`src/ctimc_map.svh`:
```
// Register map, field positions, reset values and sizes for the TLB selector and
// multithreading control block. Definitions only; included by bare name.
`ifndef CTIMC_MAP_SVH
`define CTIMC_MAP_SVH
`define CTIMC_SEL_IDX 3'h0
`define CTIMC_SEL_CTRL 3'h1
`define CTIMC_ENTRY_W 6
`define CTIMC_PROBE_BIT 31
`define CTIMC_CPA_BIT 3
`define CTIMC_SHARED_TLB_BIT_BIT 2
`define CTIMC_VPC_BIT 1
`define CTIMC_EVP_BIT 0
`define CTIMC_NUM_PE 2
`define CTIMC_PE_W 1
`define CTIMC_TC_W 4
`define CTIMC_RESET_TC 4'h0
`define CTIMC_SIZE_W 6
`define CTIMC_PER_PE_SIZE 6'h0F
`define CTIMC_SHARED_SIZE 6'h1F
`define CTIMC_TLB_ENTRIES 7'h20
`endif

```
`src/ctimc_pkg.sv`:
```
// Types shared by the selector and control logic.
// Assumes ctimc_map.svh is on the include path.
`include "ctimc_map.svh"
package ctimc_pkg;
	typedef logic [`CTIMC_ENTRY_W-1:0] ctimc_entry_t;
	typedef struct packed {
		logic probe_fail;
		ctimc_entry_t entry;
	} ctimc_sel_t;
	typedef enum logic [1:0] {
		CTIMC_RUN_SINGLE = 2'b00,
		CTIMC_RUN_MULTI = 2'b01,
		CTIMC_RUN_CONFIG = 2'b10
	} ctimc_run_t;
endpackage : ctimc_pkg

```
`src/ctimc_selector.sv`:
```
// One processing element's TLB selector register.
// Assumes probe results and moves come from the core pipeline, one per cycle.
`timescale 1ns/1ns
module ctimc_selector
	import ctimc_pkg::*;
(
	input wire logic core_clk_in,
	input wire logic rst_in,
	input wire logic wr_en_in,
	input wire logic [31:0] wr_data_in,
	input wire logic probe_done_in,
	input wire logic probe_hit_in,
	input wire ctimc_entry_t probe_entry_in,
	output logic [31:0] rd_data_out,
	output logic probe_fail_out,
	output ctimc_entry_t entry_out
);
	ctimc_sel_t st;
	ctimc_sel_t next_st;

	// Probe wins over a move in the same cycle for the fail bit, and for the entry only on a hit; pipeline orders them anyway
	always_comb begin
		next_st = st;
		if (wr_en_in) begin
			next_st.entry = wr_data_in[`CTIMC_ENTRY_W-1:0];
			next_st.probe_fail = wr_data_in[`CTIMC_PROBE_BIT];
		end
		if (probe_done_in) begin
			next_st.probe_fail = ~probe_hit_in;
			if (probe_hit_in) begin
				next_st.entry = probe_entry_in;
			end
		end
	end

	// Reset value is undefined in the architecture; zero chosen for determinism
	always_ff @(posedge core_clk_in or posedge rst_in) begin
		if (rst_in) begin
			st <= '0;
		end else begin
			st <= next_st;
		end
	end

	// Bits 30:6 always read zero
	assign rd_data_out = {st.probe_fail, 25'h0000000, st.entry};
	assign probe_fail_out = st.probe_fail;
	assign entry_out = st.entry;
endmodule : ctimc_selector

```
`src/ctimc_top.sv`:
```
// Coprocessor-0 TLB selectors and processor-wide multithreading control.
// Assumes moves arrive from privileged instructions already decoded to a select
// and element number; the TLB array, random generator and scheduler sit outside.
`timescale 1ns/1ns
module ctimc_top
	import ctimc_pkg::*;
(
	input wire logic core_clk_in,
	input wire logic rst_in,
	input wire logic coprocessor_move_to_instruction_in,
	input wire logic [2:0] sel_in,
	input wire logic [`CTIMC_PE_W-1:0] pe_in,
	input wire logic [31:0] wr_data_in,
	input wire logic master_privilege_bit_in,
	input wire logic [2:0] rd_sel_in,
	input wire logic [`CTIMC_PE_W-1:0] rd_pe_in,
	input wire logic enable_elements_instruction_in,
	input wire logic disable_elements_instruction_in,
	input wire logic [`CTIMC_TC_W-1:0] issuing_tc_in,
	input wire logic [`CTIMC_NUM_PE-1:0] probe_done_in,
	input wire logic [`CTIMC_NUM_PE-1:0] probe_hit_in,
	input wire logic [`CTIMC_NUM_PE*`CTIMC_ENTRY_W-1:0] probe_entry_in,
	input wire logic [`CTIMC_NUM_PE-1:0] pe_uses_tlb_in,
	input wire logic [`CTIMC_ENTRY_W-1:0] random_cand_in,
	input wire logic [`CTIMC_PE_W-1:0] random_pe_in,
	output logic [31:0] rd_data_out,
	output logic cache_partition_active_out,
	output logic shared_tlb_bit_out,
	output logic configuration_state_bit_out,
	output logic virtual_processor_enable_out,
	output logic [`CTIMC_NUM_PE-1:0] shared_tlb_pe_out,
	output logic [`CTIMC_NUM_PE*`CTIMC_SIZE_W-1:0] tlb_size_field_out,
	output logic random_skip_out,
	output logic scheduling_allowed_out,
	output logic [`CTIMC_TC_W-1:0] sole_tc_out,
	output logic presets_writable_out,
	output ctimc_run_t run_mode_out
);
	typedef struct packed {
		logic cache_partition_active;
		logic shared_tlb_bit;
		logic configuration_state_bit;
		logic virtual_processor_enable;
		logic [`CTIMC_TC_W-1:0] sole_tc;
		logic [31:0] rd_data;
		logic skip;
	} ctimc_state_t;

	ctimc_state_t st;
	ctimc_state_t next_st;
	logic [`CTIMC_NUM_PE-1:0][31:0] sel_rd;
	logic [`CTIMC_NUM_PE-1:0] sel_fail;
	logic [`CTIMC_NUM_PE-1:0][`CTIMC_ENTRY_W-1:0] sel_entry;
	logic [`CTIMC_NUM_PE-1:0] sel_wr;
	logic [`CTIMC_NUM_PE-1:0] sel_hit;
	logic ctrl_wr;
	logic [31:0] ctrl_word;

	// One selector per processing element
	genvar g;
	generate
		for (g = 0; g < `CTIMC_NUM_PE; g++) begin : g_pe
			// Element number widened to int so the genvar needs no slicing
			assign sel_wr[g] = coprocessor_move_to_instruction_in && sel_in == `CTIMC_SEL_IDX
				&& int'(pe_in) == g;
			ctimc_selector i_ctimc_selector (
				.core_clk_in(core_clk_in),
				.rst_in(rst_in),
				.wr_en_in(sel_wr[g]),
				.wr_data_in(wr_data_in),
				.probe_done_in(probe_done_in[g]),
				.probe_hit_in(probe_hit_in[g]),
				.probe_entry_in(probe_entry_in[g*`CTIMC_ENTRY_W +: `CTIMC_ENTRY_W]),
				.rd_data_out(sel_rd[g]),
				.probe_fail_out(sel_fail[g]),
				.entry_out(sel_entry[g])
			);
			// Valid selector of another sharing element blocks the random slot
			assign sel_hit[g] = st.shared_tlb_bit && pe_uses_tlb_in[g] && !sel_fail[g]
				&& sel_entry[g] == random_cand_in
				&& int'(random_pe_in) != g;
			// Shared bit only touches TLB-based elements
			assign shared_tlb_pe_out[g] = st.shared_tlb_bit && pe_uses_tlb_in[g];
			// No allocatable pairs, so hardware keeps the size fields right
			assign tlb_size_field_out[g*`CTIMC_SIZE_W +: `CTIMC_SIZE_W] =
				(st.shared_tlb_bit && pe_uses_tlb_in[g]) ? `CTIMC_SHARED_SIZE
				: `CTIMC_PER_PE_SIZE;
		end
	endgenerate

	assign ctrl_wr = coprocessor_move_to_instruction_in && sel_in == `CTIMC_SEL_CTRL;
	// Upper bits of the control word are constant zero
	assign ctrl_word = {28'h0000000, st.cache_partition_active, st.shared_tlb_bit, st.configuration_state_bit, st.virtual_processor_enable};

	// Control register update; master privilege gates every control move, not the enable and disable instructions
	always_comb begin
		next_st = st;
		if (ctrl_wr && master_privilege_bit_in) begin
			next_st.cache_partition_active = wr_data_in[`CTIMC_CPA_BIT];
			next_st.configuration_state_bit = wr_data_in[`CTIMC_VPC_BIT];
			next_st.virtual_processor_enable = wr_data_in[`CTIMC_EVP_BIT];
			// Old configuration state decides, not the value written alongside
			if (st.configuration_state_bit) begin
				next_st.shared_tlb_bit = wr_data_in[`CTIMC_SHARED_TLB_BIT_BIT];
			end
		end
		// Enable instructions override a move in the same cycle
		if (enable_elements_instruction_in) begin
			next_st.virtual_processor_enable = 1'b1;
		end else if (disable_elements_instruction_in) begin
			next_st.virtual_processor_enable = 1'b0;
		end
		// Remember which thread dropped the enable; only it keeps issuing
		if (st.virtual_processor_enable && !next_st.virtual_processor_enable) begin
			next_st.sole_tc = issuing_tc_in;
		end
		// Read path registered; write-only fields do not exist here
		unique case (rd_sel_in)
			`CTIMC_SEL_IDX: next_st.rd_data = sel_rd[rd_pe_in];
			`CTIMC_SEL_CTRL: next_st.rd_data = ctrl_word;
			default: next_st.rd_data = 32'h00000000;
		endcase
		next_st.skip = |sel_hit;
	end

	// All control bits clear at reset; context 0 is the only runner
	always_ff @(posedge core_clk_in or posedge rst_in) begin
		if (rst_in) begin
			st <= '{cache_partition_active: 1'b0, shared_tlb_bit: 1'b0, configuration_state_bit: 1'b0, virtual_processor_enable: 1'b0,
				sole_tc: `CTIMC_RESET_TC, rd_data: 32'h00000000, skip: 1'b0};
		end else begin
			st <= next_st;
		end
	end

	assign rd_data_out = st.rd_data;
	// Skip is registered: the random generator sees it one cycle after its candidate
	assign random_skip_out = st.skip;
	assign cache_partition_active_out = st.cache_partition_active;
	assign shared_tlb_bit_out = st.shared_tlb_bit;
	assign configuration_state_bit_out = st.configuration_state_bit;
	assign presets_writable_out = st.configuration_state_bit;
	assign virtual_processor_enable_out = st.virtual_processor_enable;
	assign scheduling_allowed_out = st.virtual_processor_enable;
	assign sole_tc_out = st.sole_tc;
	// Both set is undefined; reported as configuration, which is the safer mode
	assign run_mode_out = st.configuration_state_bit ? CTIMC_RUN_CONFIG
		: (st.virtual_processor_enable ? CTIMC_RUN_MULTI : CTIMC_RUN_SINGLE);
endmodule : ctimc_top

```
`config.mk`:
```
export PLATFORM = sky130hd
export DESIGN_NAME = ctimc_top
export DESIGN_NICKNAME = d
export VERILOG_FILES = /design/src/ctimc_pkg.sv /design/src/ctimc_selector.sv /design/src/ctimc_top.sv
export VERILOG_INCLUDE_DIRS = /design/src
export SDC_FILE = /design/constraint.sdc
export NUM_CORES = 1
export LEC_CHECK = 0
export ABC_AREA = 1
export BUFFER_PORTS_ARGS = -buffer_cell sky130_fd_sc_hd__buf_2
export CAP_MARGIN = 20
export CORE_AREA = 2 2 69 71
export DETAILED_ROUTE_END_ITERATION = 16
export DIE_AREA = 0 0 71 73
export PLACE_DENSITY = 0.84
export SLEW_MARGIN = 20
export SYNTH_ARGS = -nofsm -noshare
export SYNTH_HDL_FRONTEND = slang
export SYNTH_SLANG_ARGS = --single-unit
```
`constraint.sdc`:
```
create_clock -name core_clk_in -period 3 [get_ports core_clk_in]
set_input_delay 0.3 -clock core_clk_in [delete_from_list [all_inputs] [get_ports core_clk_in]]
set_output_delay 0.3 -clock core_clk_in [all_outputs]
set_load 0.05 [all_outputs]
```
==> results.cfg, run 1 <==
[worst_setup_path]
reg2reg_to = sole_tc_out[3]$_DFFE_PP0P_
r2r_slack_ns = 1.80
timing.rr.start = scheduling_allowed_out$_DFF_PP0_
critical_path_class = reg2out
crit_path_cell_trace = inv_1 > nor2_1 > buf_2
crit_arrival_ns = 1.20
cp-start-kind = register
slowest_stage = dfrtp_1
required_ns = 2.70
cp_max_fo = 8
endpoint_kind = primary output
max_stage_delay_ns = 0.46
r2r_cells = 6

[run]
max_cap_violations = 0

[logic_synthesis]
ys_ff_latch = 30
yosysWarnings = 0
synth_top_area_share_pct = 38.3
netlist_area_sq_mm = 0.00196
avgSynthCellArea_sq_um = 7.71
synth_cell_types = 22
yosys.area.top_type = dfrtp_1
synth_area_leaders = dfrtp_1, buf_4, nand2_1, inv_1, o21ai_0
synthCells = 254
synth.top_cells.by_count = nand2_1, buf_4, inv_1
yosysMostFrequentCell = nand2_1
synth_edf_count = 0
async_reset_ff_share_pct = 100
synth-seq-area-share_pct = 38.3
ys.flop_type = dfrtp_1

[power]
swShare_pct = 42.4
p_int_uw = 753
power.density_mw_per_mm2 = 576
pwr-share-seq_pct = 37.4
clkPwrFrac_pct = 25.1
power.switching_uw = 555
p_leak_uw = 0.00134
p_comb_share_pct = 37.5
vdd_drop_max_uv = 189

[global_route]
top_usage_layer = met2
grt_pass1_wl_um = 6350
grt_use_met3_pct = 4.70
antenna_found_initial = 0
grt_pass1_vias = 1535
use_met2_pct = 28.3
grt_util_met1_pct = 16.8
grtUsageTotal_pct = 15.7
grt_max_degree = 31
grt-ovfl-total = 0

[clock_tree]
cts_tree = yes
ctsRootBufferMaster = clkbuf_8
cts_inserted_buffers = 5
clkTransAtPathRegs_ns = 0.06
clkLatencyLatePin_ns = 0.28
cts_hold_buf = 0
clockBufferDepth = 2
cts_repair_resize_count = 0
post-cts-setup-buffers = 0
cts_max_level = 2
clock-sinks = 30

[placed_design]
gp_congestion = 0.806
pre_cts_ws_ns = 1.58
place_area_sq_mm = 0.00218
dpl.hpwl_um = 3270
port_buffers = 73

[drt]
drtAntennaViolNets = 0
vias = 1682
viasPerCell = 4.45
firstDrtPassIters = 4
drt_iter0_drc = 48
drc_errors = 0
wl_um = 4000
post_drt_wl_per_cell_um = 10.6

[timing]
final.setup.tns_ns = 0
rsz0062_at_grt = false
whs_ns = 0.0943
slew_violations = 0
timing_hold_violations_final = 0
timing.final.ws_setup_ns = 1.50
fmax_ghz = 0.665
finalSetupViolCount = 0
period_needed_ns = 1.50
finalCritPeriodShare_pct = 50.2
slew_headroom_pct = 59.1
clock_skew_ns = 0.00164
worstMarginPinSlew_ns = 0.613

[die]
die_x_um = 71
io_pins = 134
core_area_sq_mm = 0.00454
core.rowCount = 25
start_util_pct = 43.2
die-area_sq_mm = 0.00518
die_y_um = 73

[layout]
final_cell_area_sq_mm = 0.00227
n_fill_cell = 458
drive_gt1_share_pct = 28.7
nets = 398
synthToLayoutAreaGrowth_pct = 15.8
antenna_cells = 0

[worst_hold_path]
hp-class = in2async

[status]
outcome = finished clean
[per-stage QoR]
stage                     utilization (%)  total power (uW)  std cells
after CTS                            50.0              1320        378
after floorplan                         -               925        287
after global placement               48.0               975        370
final                                50.0              1310        378
after detailed placement             48.0               987        370
after global routing                 50.0              1370        378
[final cells by class]
cell class	instances	area [sq um]	area share, %
Clock buffer	7	86.3	3.80
Clock inverter	1	5.00	0.221
Inverter	37	139	6.12
Multi-Input combinational cell	176	856	37.7
Sequential cell	30	751	33.1
Tap cell	54	67.6	2.98
Timing Repair Buffer	73	365	16.1
[cells by family (layout without fill, tap and decap cells)]
kind of cell	count (synthesis)	after routing	share of synthesized area, %
AND/OR/NAND/NOR	93	93	21.6
buffers and inverters	81	118	24.3
AO/OA/AOI/OAI	41	41	12.3
flip-flops	30	30	38.3
XOR/XNOR	7	7	3.13
other	2	35	0.383
[power by group through the flow]
stage,combinational [uW],clock [uW],sequential (uW)
2_1_floorplan,345,0,580
3_3_place_gp,482,0,493
3_5_place_dp,490,0,497
4_1_cts,492,334,489
5_1_grt,529,351,495
6_report,490,328,489
[metal layers]
metal | routed length (um) | share of wire [%]
met1 | 1620 | 41
met2 | 1950 | 49
met3 | 353 | 8.8
met4 | 73 | 1.8
met5 | 0 | 0
[critical path, delay by kind of cell, from the launching register on]
family	cells	cell delay, ns
simple gates	1	0.09
buf+inv	2	0.38
flops	1	0.46
[flip-flops by register name, summed over array words and instances, names as in the netlist]
register	count
cache_partition_active_out	1
configuration_state_bit_out	1
g_pe.i_ctimc_selector.entry_out	12
g_pe.i_ctimc_selector.probe_fail_out	2
random_skip_out	1
rd_data_out	7
scheduling_allowed_out	1
shared_tlb_bit_out	1
sole_tc_out	4
[layout by cell type, fill, tap and decap left out, types with 2 or more instances in the layout]
master,synthesis,layout
xor2_1,6,6
nand2_1,54,54
buf_2,0,73
conb_1,2,35
nand3_2,4,4
o21ai_1,6,6
a21oi_2,6,6
nor2_1,15,15
o21ai_0,13,13
nor3_1,4,4
a21oi_1,9,9
nand4_1,7,7
inv_1,37,36
o211ai_1,2,2
nand3_1,7,7
o22ai_1,4,4
dfrtp_1,30,30
clkbuf_8,0,6
[how the worst max path moves through the flow]
stage                                                start                                         endpoint  slack [ns]  cells past startpoint
after floorplan           scheduling_allowed_out$_DFF_PP0_                                  run_mode_out[0]        1.19                      2
after global placement                           sel_in[0]  g_pe[1].i_ctimc_selector.entry_out[0]$_DFF_PP0_        1.62                      5
after detailed placement                         sel_in[0]  g_pe[0].i_ctimc_selector.entry_out[2]$_DFF_PP0_        1.58                      5
after CTS                 scheduling_allowed_out$_DFF_PP0_                                  run_mode_out[0]        1.49                      3
after global routing      scheduling_allowed_out$_DFF_PP0_                                  run_mode_out[0]        1.40                      3
final                     scheduling_allowed_out$_DFF_PP0_                                  run_mode_out[0]        1.50                      3
(Power assumes the default switching activity.)
==> run 2, diff against run 1 <==
CORE_AREA = 2 2 75 77   (was 2 2 69 71)
DIE_AREA = 0 0 77 79   (was 0 0 71 73)
PLACE_DENSITY = 0.75   (was 0.84)
clock period = 1.3 ns   (was 3 ns; I/O delays follow)
==> results.cfg, run 2 (same netlist as run 1, synthesis figures left out) <==
[status]
outcome = finished clean

[global_route]
grt_max_degree = 31
top_usage_layer = met2
grt-ovfl-total = 0
grt_pass1_vias = 1502
grt_util_met1_pct = 17.0
grt_use_met3_pct = 3.18
grt_pass1_wl_um = 6640
use_met2_pct = 23.7
antenna_found_initial = 0
grtUsageTotal_pct = 14.0

[power]
pwr-share-seq_pct = 36.9
p_comb_share_pct = 37.6
clkPwrFrac_pct = 25.5
power.density_mw_per_mm2 = 1320
vdd_drop_max_uv = 479
p_int_uw = 1760
p_leak_uw = 0.00134
power.switching_uw = 1330
swShare_pct = 43.0

[clock_tree]
cts_max_level = 2
clockBufferDepth = 2
cts_inserted_buffers = 5
ctsRootBufferMaster = clkbuf_8
post-cts-setup-buffers = 0
clkLatencyLatePin_ns = 0.29
clock-sinks = 30
cts_tree = yes
clkTransAtPathRegs_ns = 0.07

[die]
die-area_sq_mm = 0.00608
die_y_um = 79
core.rowCount = 27
core_area_sq_mm = 0.00534
io_pins = 134
start_util_pct = 36.7
die_x_um = 77

[worst_setup_path]
slowest_stage = dfrtp_2
cp_max_fo = 4
crit_path_cell_trace = nand2_2 > clkinvlp_4 > buf_2
cp-start-kind = register
required_ns = 1.17
critical_path_class = reg2out
crit_arrival_ns = 1.13
max_stage_delay_ns = 0.44
endpoint_kind = primary output

[run]
max_cap_violations = 0

[placed_design]
pre_cts_ws_ns = 0.0577
port_buffers = 73
dpl.hpwl_um = 3350
gp_congestion = 0.833

[layout]
finalCoreUtilization_pct = 43.9
final_common_cell = buf_2
drive_gt1_share_pct = 31.0
layout_common_cells = buf_2, nand2_1, inv_1, conb_1, dfrtp_1
antenna_cells = 0
synthToLayoutAreaGrowth_pct = 19.6
n_fill_cell = 560
largest_reg_flops = 12
nets = 400

[worst_hold_path]
hp-class = in2reg

[drt]
drt_iter0_drc = 55
viasPerCell = 4.19
vias = 1666
drtAntennaViolNets = 0
post_drt_wl_per_cell_um = 10.5
drc_errors = 0
firstDrtPassIters = 4
wl_um = 4170

[timing]
finalCritPeriodShare_pct = 96.9
timing.final.ws_setup_ns = 0.0408
period_needed_ns = 1.26
finalSetupViolCount = 0
fmax_ghz = 0.794
slew_violations = 0
clock_skew_ns = 0.00840
timing_hold_violations_final = 0
[run 2: cell types whose count changed in the layout (fill, tap and decap cells not counted), sizes merged]
cell and delta:
clkinvlp +3, dlygate4sd3 +1, inv -2
[run 2: final cells by class]
class | count | area, sq um | area share (%)
Clock buffer | 6 | 82.6 | 3.52
Clock inverter | 2 | 12.5 | 0.534
Inverter | 37 | 146 | 6.25
Multi-Input combinational cell | 176 | 868 | 37.1
Sequential cell | 30 | 753 | 32.1
Tap cell | 72 | 90.1 | 3.84
Timing Repair Buffer | 75 | 390 | 16.7
[run 2: path summary, 6_finish.rpt]
path,slack (ns),from,end,cells past startpoint
hold / removal,0.04,probe_entry_in[0],g_pe[0].i_ctimc_selector.entry_out[0]$_DFF_PP0_,3
setup reg to reg,0.13,scheduling_allowed_out$_DFF_PP0_,sole_tc_out[0]$_DFFE_PP0P_,6
max in group asynchronous,0.55,rst_in,scheduling_allowed_out$_DFF_PP0_,4
hold reg to reg,0.47,sole_tc_out[2]$_DFFE_PP0P_,sole_tc_out[2]$_DFFE_PP0P_,2
setup / recovery,0.04,shared_tlb_bit_out$_DFFE_PP0P_,tlb_size_field_out[4],3
min in group asynchronous,0.45,rst_in,configuration_state_bit_out$_DFFE_PP0N_,4
[run 2: power by group through the flow]
stage | registers (uW) | logic (uW) | clock network (uW)
6_report | 1140 | 1160 | 787
5_1_grt | 1150 | 1250 | 841
4_1_cts | 1140 | 1150 | 807
3_5_place_dp | 1150 | 1140 | 0
3_3_place_gp | 1150 | 1130 | 0
2_1_floorplan | 1340 | 812 | 0
[run 2: routing by layer]
layer  vias up  routed length [um]
met3         8                 235
met1       721                1860
met2        64                2000
met4         0                  78
met5         -                   0
li1        873                   -
[run 2: through the flow]
stage / setup TNS, ns / total power, uW / cells / hold WS (ns) / cell area, sq um
6_report: 0 / 3080 / 398 / 0.0389 / 2340
4_1_cts: 0 / 3090 / 398 / 0.0364 / 2330
5_1_grt: -0.00000167 / 3250 / 398 / 0.0468 / 2340
3_5_place_dp: 0 / 2300 / 389 / 0.229 / 2230
3_3_place_gp: 0 / 2280 / 389 / 0.226 / 2230
2_1_floorplan: -0.0528 / 2160 / 287 / 0.221 / 2100
[run 2: repair_timing]
item / 4_1_cts / 5_1_grt
endpoints found under the hold margin: 30 / 0
hold buffers: 1 / 0
pin swaps: 0 / 0
setup endpoints to repair: 2 / 3
gates resized for setup: 1 / 6
[run 2: critical path, delay by kind of cell (launching register included)]
kind                   cells  cell delay (ns)
buffers and inverters      2             0.28
and+or+nand+nor            1             0.11
DFF                        1             0.44
